--- src/core/bit_toggle_branch_skip_pkg.sv ---
// shared constants, types and helpers for the toggle, branch and skip execute block
package bit_toggle_branch_skip_pkg;
	localparam int unsigned DATA_W = 8;
	localparam int unsigned ADDR_W = 12;
	localparam int unsigned WORD_W = 16;
	localparam int unsigned PC_W = 21;

	// opcode patterns in the fetched word
	localparam logic [3:0] TOGGLE_PATTERN = 4'h7;
	localparam logic [7:0] OVF_BRANCH_PATTERN = 8'he4;
	localparam logic [5:0] INC_SKIP_Z_PATTERN = 6'h0f;
	localparam logic [5:0] INC_SKIP_NZ_PATTERN = 6'h12;

	// operand addressing
	localparam logic [7:0] INDEXED_F_MAX = 8'h5f;
	localparam logic [7:0] ACCESS_SPLIT = 8'h60;
	localparam logic [3:0] ACCESS_LOW_BANK = 4'h0;
	localparam logic [3:0] ACCESS_HIGH_BANK = 4'hf;

	// register map, byte addresses
	localparam logic [11:0] CTRL_OFFSET = 12'h000;
	localparam logic [11:0] BANK_OFFSET = 12'h004;
	localparam logic [11:0] FLAGS_OFFSET = 12'h008;
	localparam logic [11:0] WREG_OFFSET = 12'h00c;
	localparam logic [11:0] PC_OFFSET = 12'h010;
	localparam logic [11:0] INDEX_BASE_OFFSET = 12'h014;
	localparam logic [11:0] CYCLES_OFFSET = 12'h018;

	localparam int unsigned CTRL_RUN_BIT = 0;
	localparam int unsigned CTRL_EXT_BIT = 1;
	localparam int unsigned FLAG_OV_BIT = 3;
	localparam logic [7:0] FLAGS_RESET = 8'h00;
	localparam logic [7:0] WREG_RESET = 8'h00;
	localparam logic [3:0] BANK_RESET = 4'h0;
	localparam logic [11:0] INDEX_BASE_RESET = 12'h000;
	localparam logic [1:0] CYCLES_RESET = 2'h0;

	typedef enum logic [3:0] {
		ST_HALT = 4'b0001,
		ST_FETCH = 4'b0010,
		ST_READ = 4'b0100,
		ST_WRITE = 4'b1000
	} state_type;
	localparam int unsigned FETCH_BIT = 1;

	typedef enum logic [4:0] {
		K_OTHER = 5'b00001,
		K_TOGGLE = 5'b00010,
		K_BOV = 5'b00100,
		K_INCZ = 5'b01000,
		K_INCNZ = 5'b10000
	} op_kind_type;

	typedef struct packed {
		logic [ADDR_W-1:0] addr;
		logic [DATA_W-1:0] wdata;
		logic we;
	} dmem_req_type;

	function automatic op_kind_type classify(input logic [WORD_W-1:0] w);
		if (w[15:12] == TOGGLE_PATTERN) return K_TOGGLE;
		if (w[15:8] == OVF_BRANCH_PATTERN) return K_BOV;
		if (w[15:10] == INC_SKIP_Z_PATTERN) return K_INCZ;
		if (w[15:10] == INC_SKIP_NZ_PATTERN) return K_INCNZ;
		return K_OTHER;
	endfunction

	// first words of the two-word instructions
	function automatic logic is_two_word(input logic [WORD_W-1:0] w);
		return (w[15:12] == 4'hc) || (w[15:9] == 7'h76) || (w[15:8] == 8'hef) ||
			(w[15:8] == 8'hee);
	endfunction
endpackage

--- src/core/operand_addr_resolve.sv ---
// resolves the data memory address of a register operand
`timescale 1ns/1ps
`default_nettype none
module operand_addr_resolve (
	// operand fields
	input wire logic [7:0] f_i,
	input wire logic access_i,
	// addressing context
	input wire logic ext_en_i,
	input wire logic [3:0] bank_i,
	input wire logic [11:0] index_base_i,
	// result
	output logic [11:0] addr_o,
	output logic indexed_o
);
	import bit_toggle_branch_skip_pkg::*;

	always_comb begin
		indexed_o = ext_en_i && !access_i && (f_i <= INDEXED_F_MAX);
		if (indexed_o) begin
			addr_o = index_base_i + {4'h0, f_i};
		end else if (!access_i) begin
			addr_o = (f_i < ACCESS_SPLIT) ? {ACCESS_LOW_BANK, f_i} : {ACCESS_HIGH_BANK, f_i};
		end else begin
			addr_o = {bank_i, f_i};
		end
	end
endmodule
`default_nettype wire

--- src/core/bit_toggle_branch_skip_exec.sv ---
// execute block for bit toggle, overflow branch and increment-and-skip instructions
// Contract
// - toggle inverts bit b of f, flags kept
// - taken overflow branch sets pc+2+2n, flags kept
// - branch decoded by e4 high byte, signed offset
// - increment f; d=0 to wreg, d=1 to f
// - zero result discards next fetched word
// - nonzero result discards next fetched word
// - a=0, extended set, f<=5f uses indexed addressing
// - indexed addressing only when extended config set
`timescale 1ns/1ps
`default_nettype none
module bit_toggle_branch_skip_exec #(
	parameter int unsigned PC_WIDTH = bit_toggle_branch_skip_pkg::PC_W
) (
	// clock and reset
	input wire logic core_clk_i,
	input wire logic reset_i,
	// apb slave
	input wire logic psel_i,
	input wire logic penable_i,
	input wire logic pwrite_i,
	input wire logic [11:0] paddr_i,
	input wire logic [31:0] pwdata_i,
	output logic [31:0] prdata_o,
	output logic pready_o,
	output logic pslverr_o,
	// instruction fetch stream
	input wire logic fetch_valid_i,
	input wire logic [bit_toggle_branch_skip_pkg::WORD_W-1:0] fetch_word_i,
	output logic fetch_ready_o,
	output logic [PC_WIDTH-1:0] pc_o,
	// data memory
	output bit_toggle_branch_skip_pkg::dmem_req_type dmem_o,
	input wire logic [bit_toggle_branch_skip_pkg::DATA_W-1:0] dmem_rdata_i
);
	import bit_toggle_branch_skip_pkg::*;

	state_type state;
	op_kind_type kind_q;
	op_kind_type next_kind;
	logic [WORD_W-1:0] instr;
	logic [7:0] rdata;
	logic [7:0] wreg;
	logic [7:0] flags;
	logic [3:0] bank;
	logic [11:0] index_base;
	logic run;
	logic ext_en;
	logic [1:0] drop_cnt;
	logic drop_may_extend;
	logic [1:0] cyc_cur;
	logic [1:0] cyc_last;
	logic [11:0] res_addr;
	logic res_indexed;
	logic take, issue, drop;
	logic apb_wr, apb_rd_phase;
	logic [7:0] inc_result;
	logic skip;
	logic bov_taken;
	logic [PC_WIDTH-1:0] bov_target;

	logic [PC_WIDTH-1:0] pc_q;
	assign fetch_ready_o = state[FETCH_BIT];
	assign pc_o = pc_q;

	assign take = fetch_ready_o && fetch_valid_i;
	assign issue = take && (drop_cnt == 2'h0);
	assign drop = take && (drop_cnt != 2'h0);
	assign next_kind = classify(fetch_word_i);
	assign inc_result = rdata + 8'h01;
	assign skip = ((kind_q == K_INCZ) && (inc_result == 8'h00)) ||
		((kind_q == K_INCNZ) && (inc_result != 8'h00));
	assign bov_taken = issue && (next_kind == K_BOV) && flags[FLAG_OV_BIT];
	// signed word offset, doubled, added to the incremented address
	assign bov_target = pc_q + PC_WIDTH'(2) +
		{{(PC_WIDTH-9){fetch_word_i[7]}}, fetch_word_i[7:0], 1'b0};
	assign apb_wr = psel_i && penable_i && pready_o && pwrite_i;
	assign apb_rd_phase = psel_i && penable_i && !pready_o;

	operand_addr_resolve resolver (
		.f_i(fetch_word_i[7:0]),
		.access_i(fetch_word_i[8]),
		.ext_en_i(ext_en),
		.bank_i(bank),
		.index_base_i(index_base),
		.addr_o(res_addr),
		.indexed_o(res_indexed)
	);

	// sequencer
	always_ff @(posedge core_clk_i) begin
		if (reset_i) begin
			state <= ST_HALT;
		end else begin
			unique case (state)
				ST_HALT: begin
					if (run) state <= ST_FETCH;
				end
				ST_FETCH: begin
					if (!run) begin
						state <= ST_HALT;
					end else if (issue && (next_kind inside {K_TOGGLE, K_INCZ, K_INCNZ})) begin
						state <= ST_READ;
					end
				end
				ST_READ: state <= ST_WRITE;
				ST_WRITE: state <= ST_FETCH;
			endcase
		end
	end

	// decoded instruction and operand read
	always_ff @(posedge core_clk_i) begin
		if (reset_i) begin
			instr <= '0;
			kind_q <= K_OTHER;
			rdata <= 8'h00;
		end else begin
			if (issue) begin
				instr <= fetch_word_i;
				kind_q <= next_kind;
			end
			if (state == ST_READ) rdata <= dmem_rdata_i;
		end
	end

	// data memory port
	always_ff @(posedge core_clk_i) begin
		if (reset_i) begin
			dmem_o <= '0;
		end else begin
			dmem_o.we <= 1'b0;
			if (issue) dmem_o.addr <= res_addr;
			if (state == ST_WRITE) begin
				if (kind_q == K_TOGGLE) begin
					dmem_o.wdata <= rdata ^ (8'h01 << instr[11:9]);
					dmem_o.we <= 1'b1;
				end else if (instr[9]) begin
					dmem_o.wdata <= inc_result;
					dmem_o.we <= 1'b1;
				end
			end
		end
	end

	// working register; execution wins over a bus write in the same cycle
	always_ff @(posedge core_clk_i) begin
		if (reset_i) begin
			wreg <= WREG_RESET;
		end else if ((state == ST_WRITE) && (kind_q != K_TOGGLE) && !instr[9]) begin
			wreg <= inc_result;
		end else if (apb_wr && (paddr_i == WREG_OFFSET)) begin
			wreg <= pwdata_i[7:0];
		end
	end

	// program counter; the slot dropped after a taken branch refetches the target
	always_ff @(posedge core_clk_i) begin
		if (reset_i) begin
			pc_q <= '0;
		end else if (bov_taken) begin
			pc_q <= bov_target;
		end else if (take && (drop_cnt != 2'h2)) begin
			pc_q <= pc_q + PC_WIDTH'(2);
		end else if (apb_wr && (paddr_i == PC_OFFSET)) begin
			pc_q <= pwdata_i[PC_WIDTH-1:0];
		end
	end

	// discarded prefetch slots and per-instruction cycle count
	always_ff @(posedge core_clk_i) begin
		if (reset_i) begin
			drop_cnt <= 2'h0;
			drop_may_extend <= 1'b0;
			cyc_cur <= CYCLES_RESET;
			cyc_last <= CYCLES_RESET;
		end else begin
			if (bov_taken) begin
				drop_cnt <= 2'h2;
				drop_may_extend <= 1'b0;
			end else if ((state == ST_WRITE) && skip) begin
				drop_cnt <= 2'h1;
				drop_may_extend <= 1'b1;
			end else if (drop) begin
				if (drop_may_extend && is_two_word(fetch_word_i)) begin
					drop_cnt <= 2'h1;
				end else begin
					drop_cnt <= 2'h0;
				end
				drop_may_extend <= 1'b0;
			end
			if (issue) begin
				cyc_last <= cyc_cur;
				cyc_cur <= 2'h1;
			end else if (drop) begin
				cyc_cur <= cyc_cur + 2'h1;
			end
		end
	end

	// software registers; the flags are never touched by execution
	always_ff @(posedge core_clk_i) begin
		if (reset_i) begin
			run <= 1'b0;
			ext_en <= 1'b0;
			bank <= BANK_RESET;
			flags <= FLAGS_RESET;
			index_base <= INDEX_BASE_RESET;
		end else if (apb_wr) begin
			unique case (paddr_i)
				CTRL_OFFSET: begin
					run <= pwdata_i[CTRL_RUN_BIT];
					ext_en <= pwdata_i[CTRL_EXT_BIT];
				end
				BANK_OFFSET: bank <= pwdata_i[3:0];
				FLAGS_OFFSET: flags <= pwdata_i[7:0];
				INDEX_BASE_OFFSET: index_base <= pwdata_i[11:0];
				default: begin
				end
			endcase
		end
	end

	// apb answer one cycle into the access phase
	always_ff @(posedge core_clk_i) begin
		if (reset_i) begin
			pready_o <= 1'b0;
			prdata_o <= 32'h0;
			pslverr_o <= 1'b0;
		end else begin
			pready_o <= apb_rd_phase;
			pslverr_o <= 1'b0;
			if (apb_rd_phase) begin
				prdata_o <= 32'h0;
				unique case (paddr_i)
					CTRL_OFFSET: prdata_o <= {30'h0, ext_en, run};
					BANK_OFFSET: prdata_o <= {28'h0, bank};
					FLAGS_OFFSET: prdata_o <= {24'h0, flags};
					WREG_OFFSET: prdata_o <= {24'h0, wreg};
					PC_OFFSET: prdata_o <= 32'(pc_q);
					INDEX_BASE_OFFSET: prdata_o <= {20'h0, index_base};
					CYCLES_OFFSET: prdata_o <= {30'h0, cyc_last};
					default: pslverr_o <= 1'b1;
				endcase
			end
		end
	end
endmodule
`default_nettype wire

--- config.mk ---
export PLATFORM = sky130hd
export DESIGN_NAME = bit_toggle_branch_skip_exec
export DESIGN_NICKNAME = d
export VERILOG_FILES = /design/src/core/bit_toggle_branch_skip_pkg.sv /design/src/core/operand_addr_resolve.sv /design/src/core/bit_toggle_branch_skip_exec.sv
export SDC_FILE = /design/constraint.sdc
export NUM_CORES = 1
export LEC_CHECK = 0
export ABC_CLOCK_PERIOD_IN_PS = 8100
export BUFFER_PORTS_ARGS = -buffer_cell sky130_fd_sc_hd__buf_2
export CAP_MARGIN = 0
export CORE_ASPECT_RATIO = 0.75
export CORE_MARGIN = 1.5
export CORE_UTILIZATION = 45
export DETAILED_ROUTE_END_ITERATION = 16
export MAX_ROUTING_LAYER = met4
export PLACE_DENSITY = 0.66
export SYNTH_ARGS = -nofsm -noshare
export SYNTH_HDL_FRONTEND = slang
export SYNTH_HIERARCHICAL = 1
export SYNTH_SLANG_ARGS = --single-unit
--- constraint.sdc ---
create_clock -name core_clk_i -period 8.1 [get_ports core_clk_i]
set_clock_uncertainty 0.1 [all_clocks]
set_input_delay 0.81 -clock core_clk_i [delete_from_list [all_inputs] [get_ports core_clk_i]]
set_output_delay 0.81 -clock core_clk_i [all_outputs]
set_load 0.02 [all_outputs]
* Word level (Yosys, flattened, before mapping)
Cells that the tools add are included.
Word-level totals: bits in registers 146, input bits 74, output and inout bits 77, logic and storage cells 156
Cells by class: add/sub/neg operators 5, order comparisons 2, equality and inequality tests 29, shift-type cells 1, multiplexer cells 42, bitwise operators 3, reductions and logical operators 51
Operators with widths (number):
- case mux 21 bit (7 select lines) | 1
- 2-to-1 mux 21 bit | 3
- 2-to-1 mux 5 bit | 8
- == test 12 x 5 -> 1 bit (second input constant) | 3
- 2-to-1 mux 12 bit | 3
- == test 12 x 4 -> 1 bit (second input constant) | 2
- == test 8 bit (second input constant) | 3
- adder 21 x 2 -> 21 bit (second input constant) | 1
- adder 21 bit | 1
- logical AND 1 bit | 21
- 2-to-1 mux 9 bit | 2
- 2-to-1 mux 1 bit | 16
- 2-to-1 mux 8 bit | 2
- case mux 4 bit (4 select lines) | 1
- adder 12 x 8 -> 12 bit | 1
- == test 12 x 3 -> 1 bit (second input constant) | 1
- zero test 12 bit | 1
- 2-to-1 mux 4 bit | 3
- AND reduction 2 bit | 6
- == test 5 x 2 -> 1 bit (second input constant) | 2
- == test 5 x 4 -> 1 bit (second input constant) | 2
- == test 5 bit (second input constant) | 2
- nonzero test 2 bit | 5
- nonzero test 3 bit | 3
- other kinds (26) | 40

* Logic depth before layout (Yosys ltp)
depth after elaboration 18, mapped depth 13, gate-level depth less buffers 12

* By module
Netlist, hierarchy kept.
By module, submodules not included:
- bit_toggle_branch_skip_exec | instances 1, cells an instance 923, area each 7193.1 um^2, seq. area each 2522.4 um^2
- operand_addr_resolve | instances 1, cells an instance 95, area each 634.4 um^2, seq. area each 0.0 um^2

* Worst setup path before layout
Ideal clock, no wire load.
path kind register to register, start register pc_q[1], in the netlist pc_o[1], end register pc_q[19], in the netlist pc_o[19], library setup time 123 ps, arrival time 2907 ps, data required time 7877 ps, path slack 4970 ps, cell stages (with the launch flop) 11, buffers on the path 0, clock period less this slack 3130 ps, path through dfxtp_1 ha_1 nand3_1 xnor2_1 ha_1 a21o_1 a221oi_1 o311ai_0 a41oi_1 xor2_1 o22ai_1
On the way: cells in the longest elaborated chain, start to end 3, elaborated cells between the ends (all ways) 4, those cells by class add/sub: 2; mux: 2
Ends and longest elaborated chain:
- from (decl) | RTL line bit_toggle_branch_skip_exec.sv:63 | logic [PC_WIDTH-1:0] pc_q;
- from (signal assigned) | RTL line bit_toggle_branch_skip_exec.sv:163 | pc_q <= bov_target;
- from (signal assigned) | RTL line bit_toggle_branch_skip_exec.sv:165 | pc_q <= pc_q + PC_WIDTH'(2);
- from (signal assigned) | RTL line bit_toggle_branch_skip_exec.sv:167 | pc_q <= pwdata_i[PC_WIDTH-1:0];
- adder 21 x 2 -> 21 bit * | RTL line bit_toggle_branch_skip_exec.sv:76, bit_toggle_branch_skip_exec.sv:165
- adder 21 bit / 2-to-1 mux 21 bit (equally long branches) | RTL line bit_toggle_branch_skip_exec.sv:76, bit_toggle_branch_skip_exec.sv:164
- 2-to-1 mux 21 bit * | RTL line bit_toggle_branch_skip_exec.sv:162 | end else if (bov_taken) begin
Every way passes the cells marked *; elsewhere a longest branch is shown, timed or not. A chain may end at the register's enable or synchronous reset.

* Worst setup path after layout
start register pc_q[2], in the netlist pc_o[2], end register pc_q[19], in the netlist pc_o[19]
Same word-level chain as after synthesis.

==> run metrics <==
area grow syn2layout=16.0%; synthesized area=7830 sq um; total grt overflow=0; startpoint type of the worst setup path=flip-flop; max-slew violations=0; Max VDD drop=0.128 mV; clock slew at reported path FFs=0.06 ns; Tmin final=3.88 ns; EDFF count, synth=0; clk root buf=clkbuf_16; CTS buffer count=17; # IOs=151; setup TNS=0 ns; layout cells sized above 1=17.4%; Post-synth ARST share=0%; Final ANT Viol Nets=0; initial antenna violation count=0; total wire length=23.8 mm; Clock H-tree levels=4; largest net degree at the start of global routing=74; global-route wire length before repair=37.2 mm; dpl hpwl=17.5 mm; most common flop cell mapped by yosys=dfxtp_1; Worst Path Max Fanout=7; maxcap violations=0; Clock Sinks=126; Worst Path Class, Setup=reg2reg; post-cts resize count=0; Max Root-Sink Buffers=2; Critical Path Source=pc_o[2]$_SDFFE_PP0P_; status=finished clean; measured slew at the worst slew-check pin=1.25 ns; Place WS=4.37 ns; GP Congestion=0.936; drc violations=0; Via Count=7710; row count=41; syn avg cell area=7.69 sq um; LEAKAGE=0.00365 uW; wire length per cell=17.8 um; fmax=0.258 GHz; Core Box Area=16900 sq um; CTS tree=done; Clock Latency Late Sink=0.43 ns; register area share after synthesis=32.2%; Finish-stage setup viols=0; total track usage=27.5%; nets=1222; Hold-fix buffers, CTS=0; Final Power=1640 uW; Hold Crit Class=reg2reg; Hold Vio Cnt, Final=0; drt initial violations=937; die footprint=18200 sq um; die span in y=117 um; crit path DAT=4.13 ns; Pre-Repair DR Iteration Count=5; CP required=8.34 ns; post-route setup slack=4.22 ns; max_slew headroom=16.1%; pwr/cell area=180 nW/um^2; RSZ-0062 raised after global routing=no; final core utilization=53.7%; Setup Buffers After CTS=0; port bufs=128; Cells after Synth=1018; Synth cell types=76; vias in the first global route=6694; Final Cycle Share=47.9%; Initial Utilization=46.2%; Yosys reg bits=126; Worst Setup End Kind=flip-flop; FF-to-FF Start=pc_o[2]$_SDFFE_PP0P_; Die W=155 um; DR vias/cell=5.75; hold_sp=flags[6]$_SDFFE_PP0P_; Yosys Warn Count=6; antenna cells=0
==> final timing paths <==
| kind | to | slack [ns] | cells past startpoint |
|---|---|---|---|
| hold / removal | flags[6]$_SDFFE_PP0P_ | 0.35 | 2 |
| hold reg to reg | flags[6]$_SDFFE_PP0P_ | 0.35 | 2 |
| setup reg to reg | pc_o[19]$_SDFFE_PP0P_ | 4.22 | 11 |
| setup / recovery | pc_o[19]$_SDFFE_PP0P_ | 4.22 | 11 |
==> synth_stat cells, drive strengths merged (3+ instances only) <==
master	n	area (sq um)
inv	15	56.3
mux2	7	78.8
o22ai	8	50.1
a222oi	4	40.0
dfxtp	126	2520
o21ai	56	288
or3	3	18.8
o211ai	8	60.1
nand3b	4	30.0
xnor2	23	201
nor2	98	368
nand2b	12	75.1
o21a	6	46.3
nand4	9	56.3
and4	3	26.3
a21boi	3	22.5
nor4	5	52.6
a211oi	21	158
nand3	38	203
ha	33	413
nor3	26	156
xor2	32	280
a211o	3	26.3
nor4b	4	41.3
a22oi	18	135
a221oi	4	47.6
and2	9	56.3
and3	12	75.1
nor2b	4	25.0
a311oi	4	35.0
nand2	165	629
mux2i	23	230
a31oi	6	37.5
a21oi	116	581
buf	21	149
clkbuf	49	188
o31ai	4	43.8
a21o	10	75.1
==> through the flow <==
stage               cells  hold WS [ns]  cell area [sq um]
finish               1340         0.348               9080
global route         1340         0.363               9080
CTS                  1340         0.349               9080
detailed placement   1309         0.343               8510
global placement     1309         0.336               8510
floorplan            1028         0.329               7870
==> layout make-up <==
type / count / area (sq um)
inverter: 15 / 56.3
sequential: 126 / 2520
tap: 215 / 269
clock buffer: 18 / 429
clock inverter: 13 / 143
timing repair buffer: 136 / 703
fill: 1663 / 7850
multi-input combinational: 817 / 4960
==> metal layers <==
layer / part of all wire [%] / wire length, um / vias up / global-route usage [%]
met2: 38 / 9140 / 328 / 34.7
met3: 9.7 / 2300 / 19 / 7.62
met4: 1.2 / 286 / 0 / 7.68
li1: - / - / 3809 / -
met1: 51 / 12100 / 3554 / 41.2
met5: 0 / 0 / - / -
==> report_power, final <==
part	leakage [uW]	internal, uW	switching [uW]
combinational	0.00235	83.1	144
sequential	0.00102	634	25.4
clock	0.000277	452	298
==> registers in the layout, indices dropped and copies added (netlist names), 4 cells and up <==
register / count
dmem_o: 21
pc_o: 21
prdata_o: 21
index_base: 12
flags: 8
rdata: 8
wreg: 8
kind_q: 5
bank: 4
state: 4
==> kinds of logic (layout without fill, tap and decap cells) <==
logic type	after synthesis	in the layout	synth area share, %
other	1	11	0.0479
AOI/OAI and AO/OA	288	288	23.0
muxes	30	30	3.95
adders and majority gates	35	35	5.79
and+or+nand+nor	398	398	23.8
buffers and inverters	85	182	5.02
DFF	126	126	32.2
xor gates and xnor gates	55	55	6.15
==> critical path, cell delays in order, from the launching register on <==
cell and delay [ns]:
dfxtp_1 0.53, ha_1 0.33, and3_1 0.32, nand2_1 0.10, xnor2_1 0.16, ha_1 0.38
and3_1 0.21, nand2_1 0.08, o311ai_0 0.98, a41oi_1 0.27, xor2_1 0.20, o22ai_1 0.14
==> placed cells by master, fill, tap and decap left out, types with 9 or more instances in the layout <==
cell type / n
a211oi_1: 21
a21o_1: 10
a21oi_1: 116
a22oi_1: 18
and2_1: 9
and3_1: 12
buf_2: 127
buf_4: 9
clkbuf_16: 17
conb_1: 11
dfxtp_1: 126
ha_1: 33
inv_1: 15
mux2i_1: 23
nand2_1: 163
nand2b_1: 12
nand3_1: 37
nand4_1: 9
nor2_1: 98
nor3_1: 21
o21ai_0: 52
xnor2_1: 23
xor2_1: 32
Power figures use the tool's default switching activity.
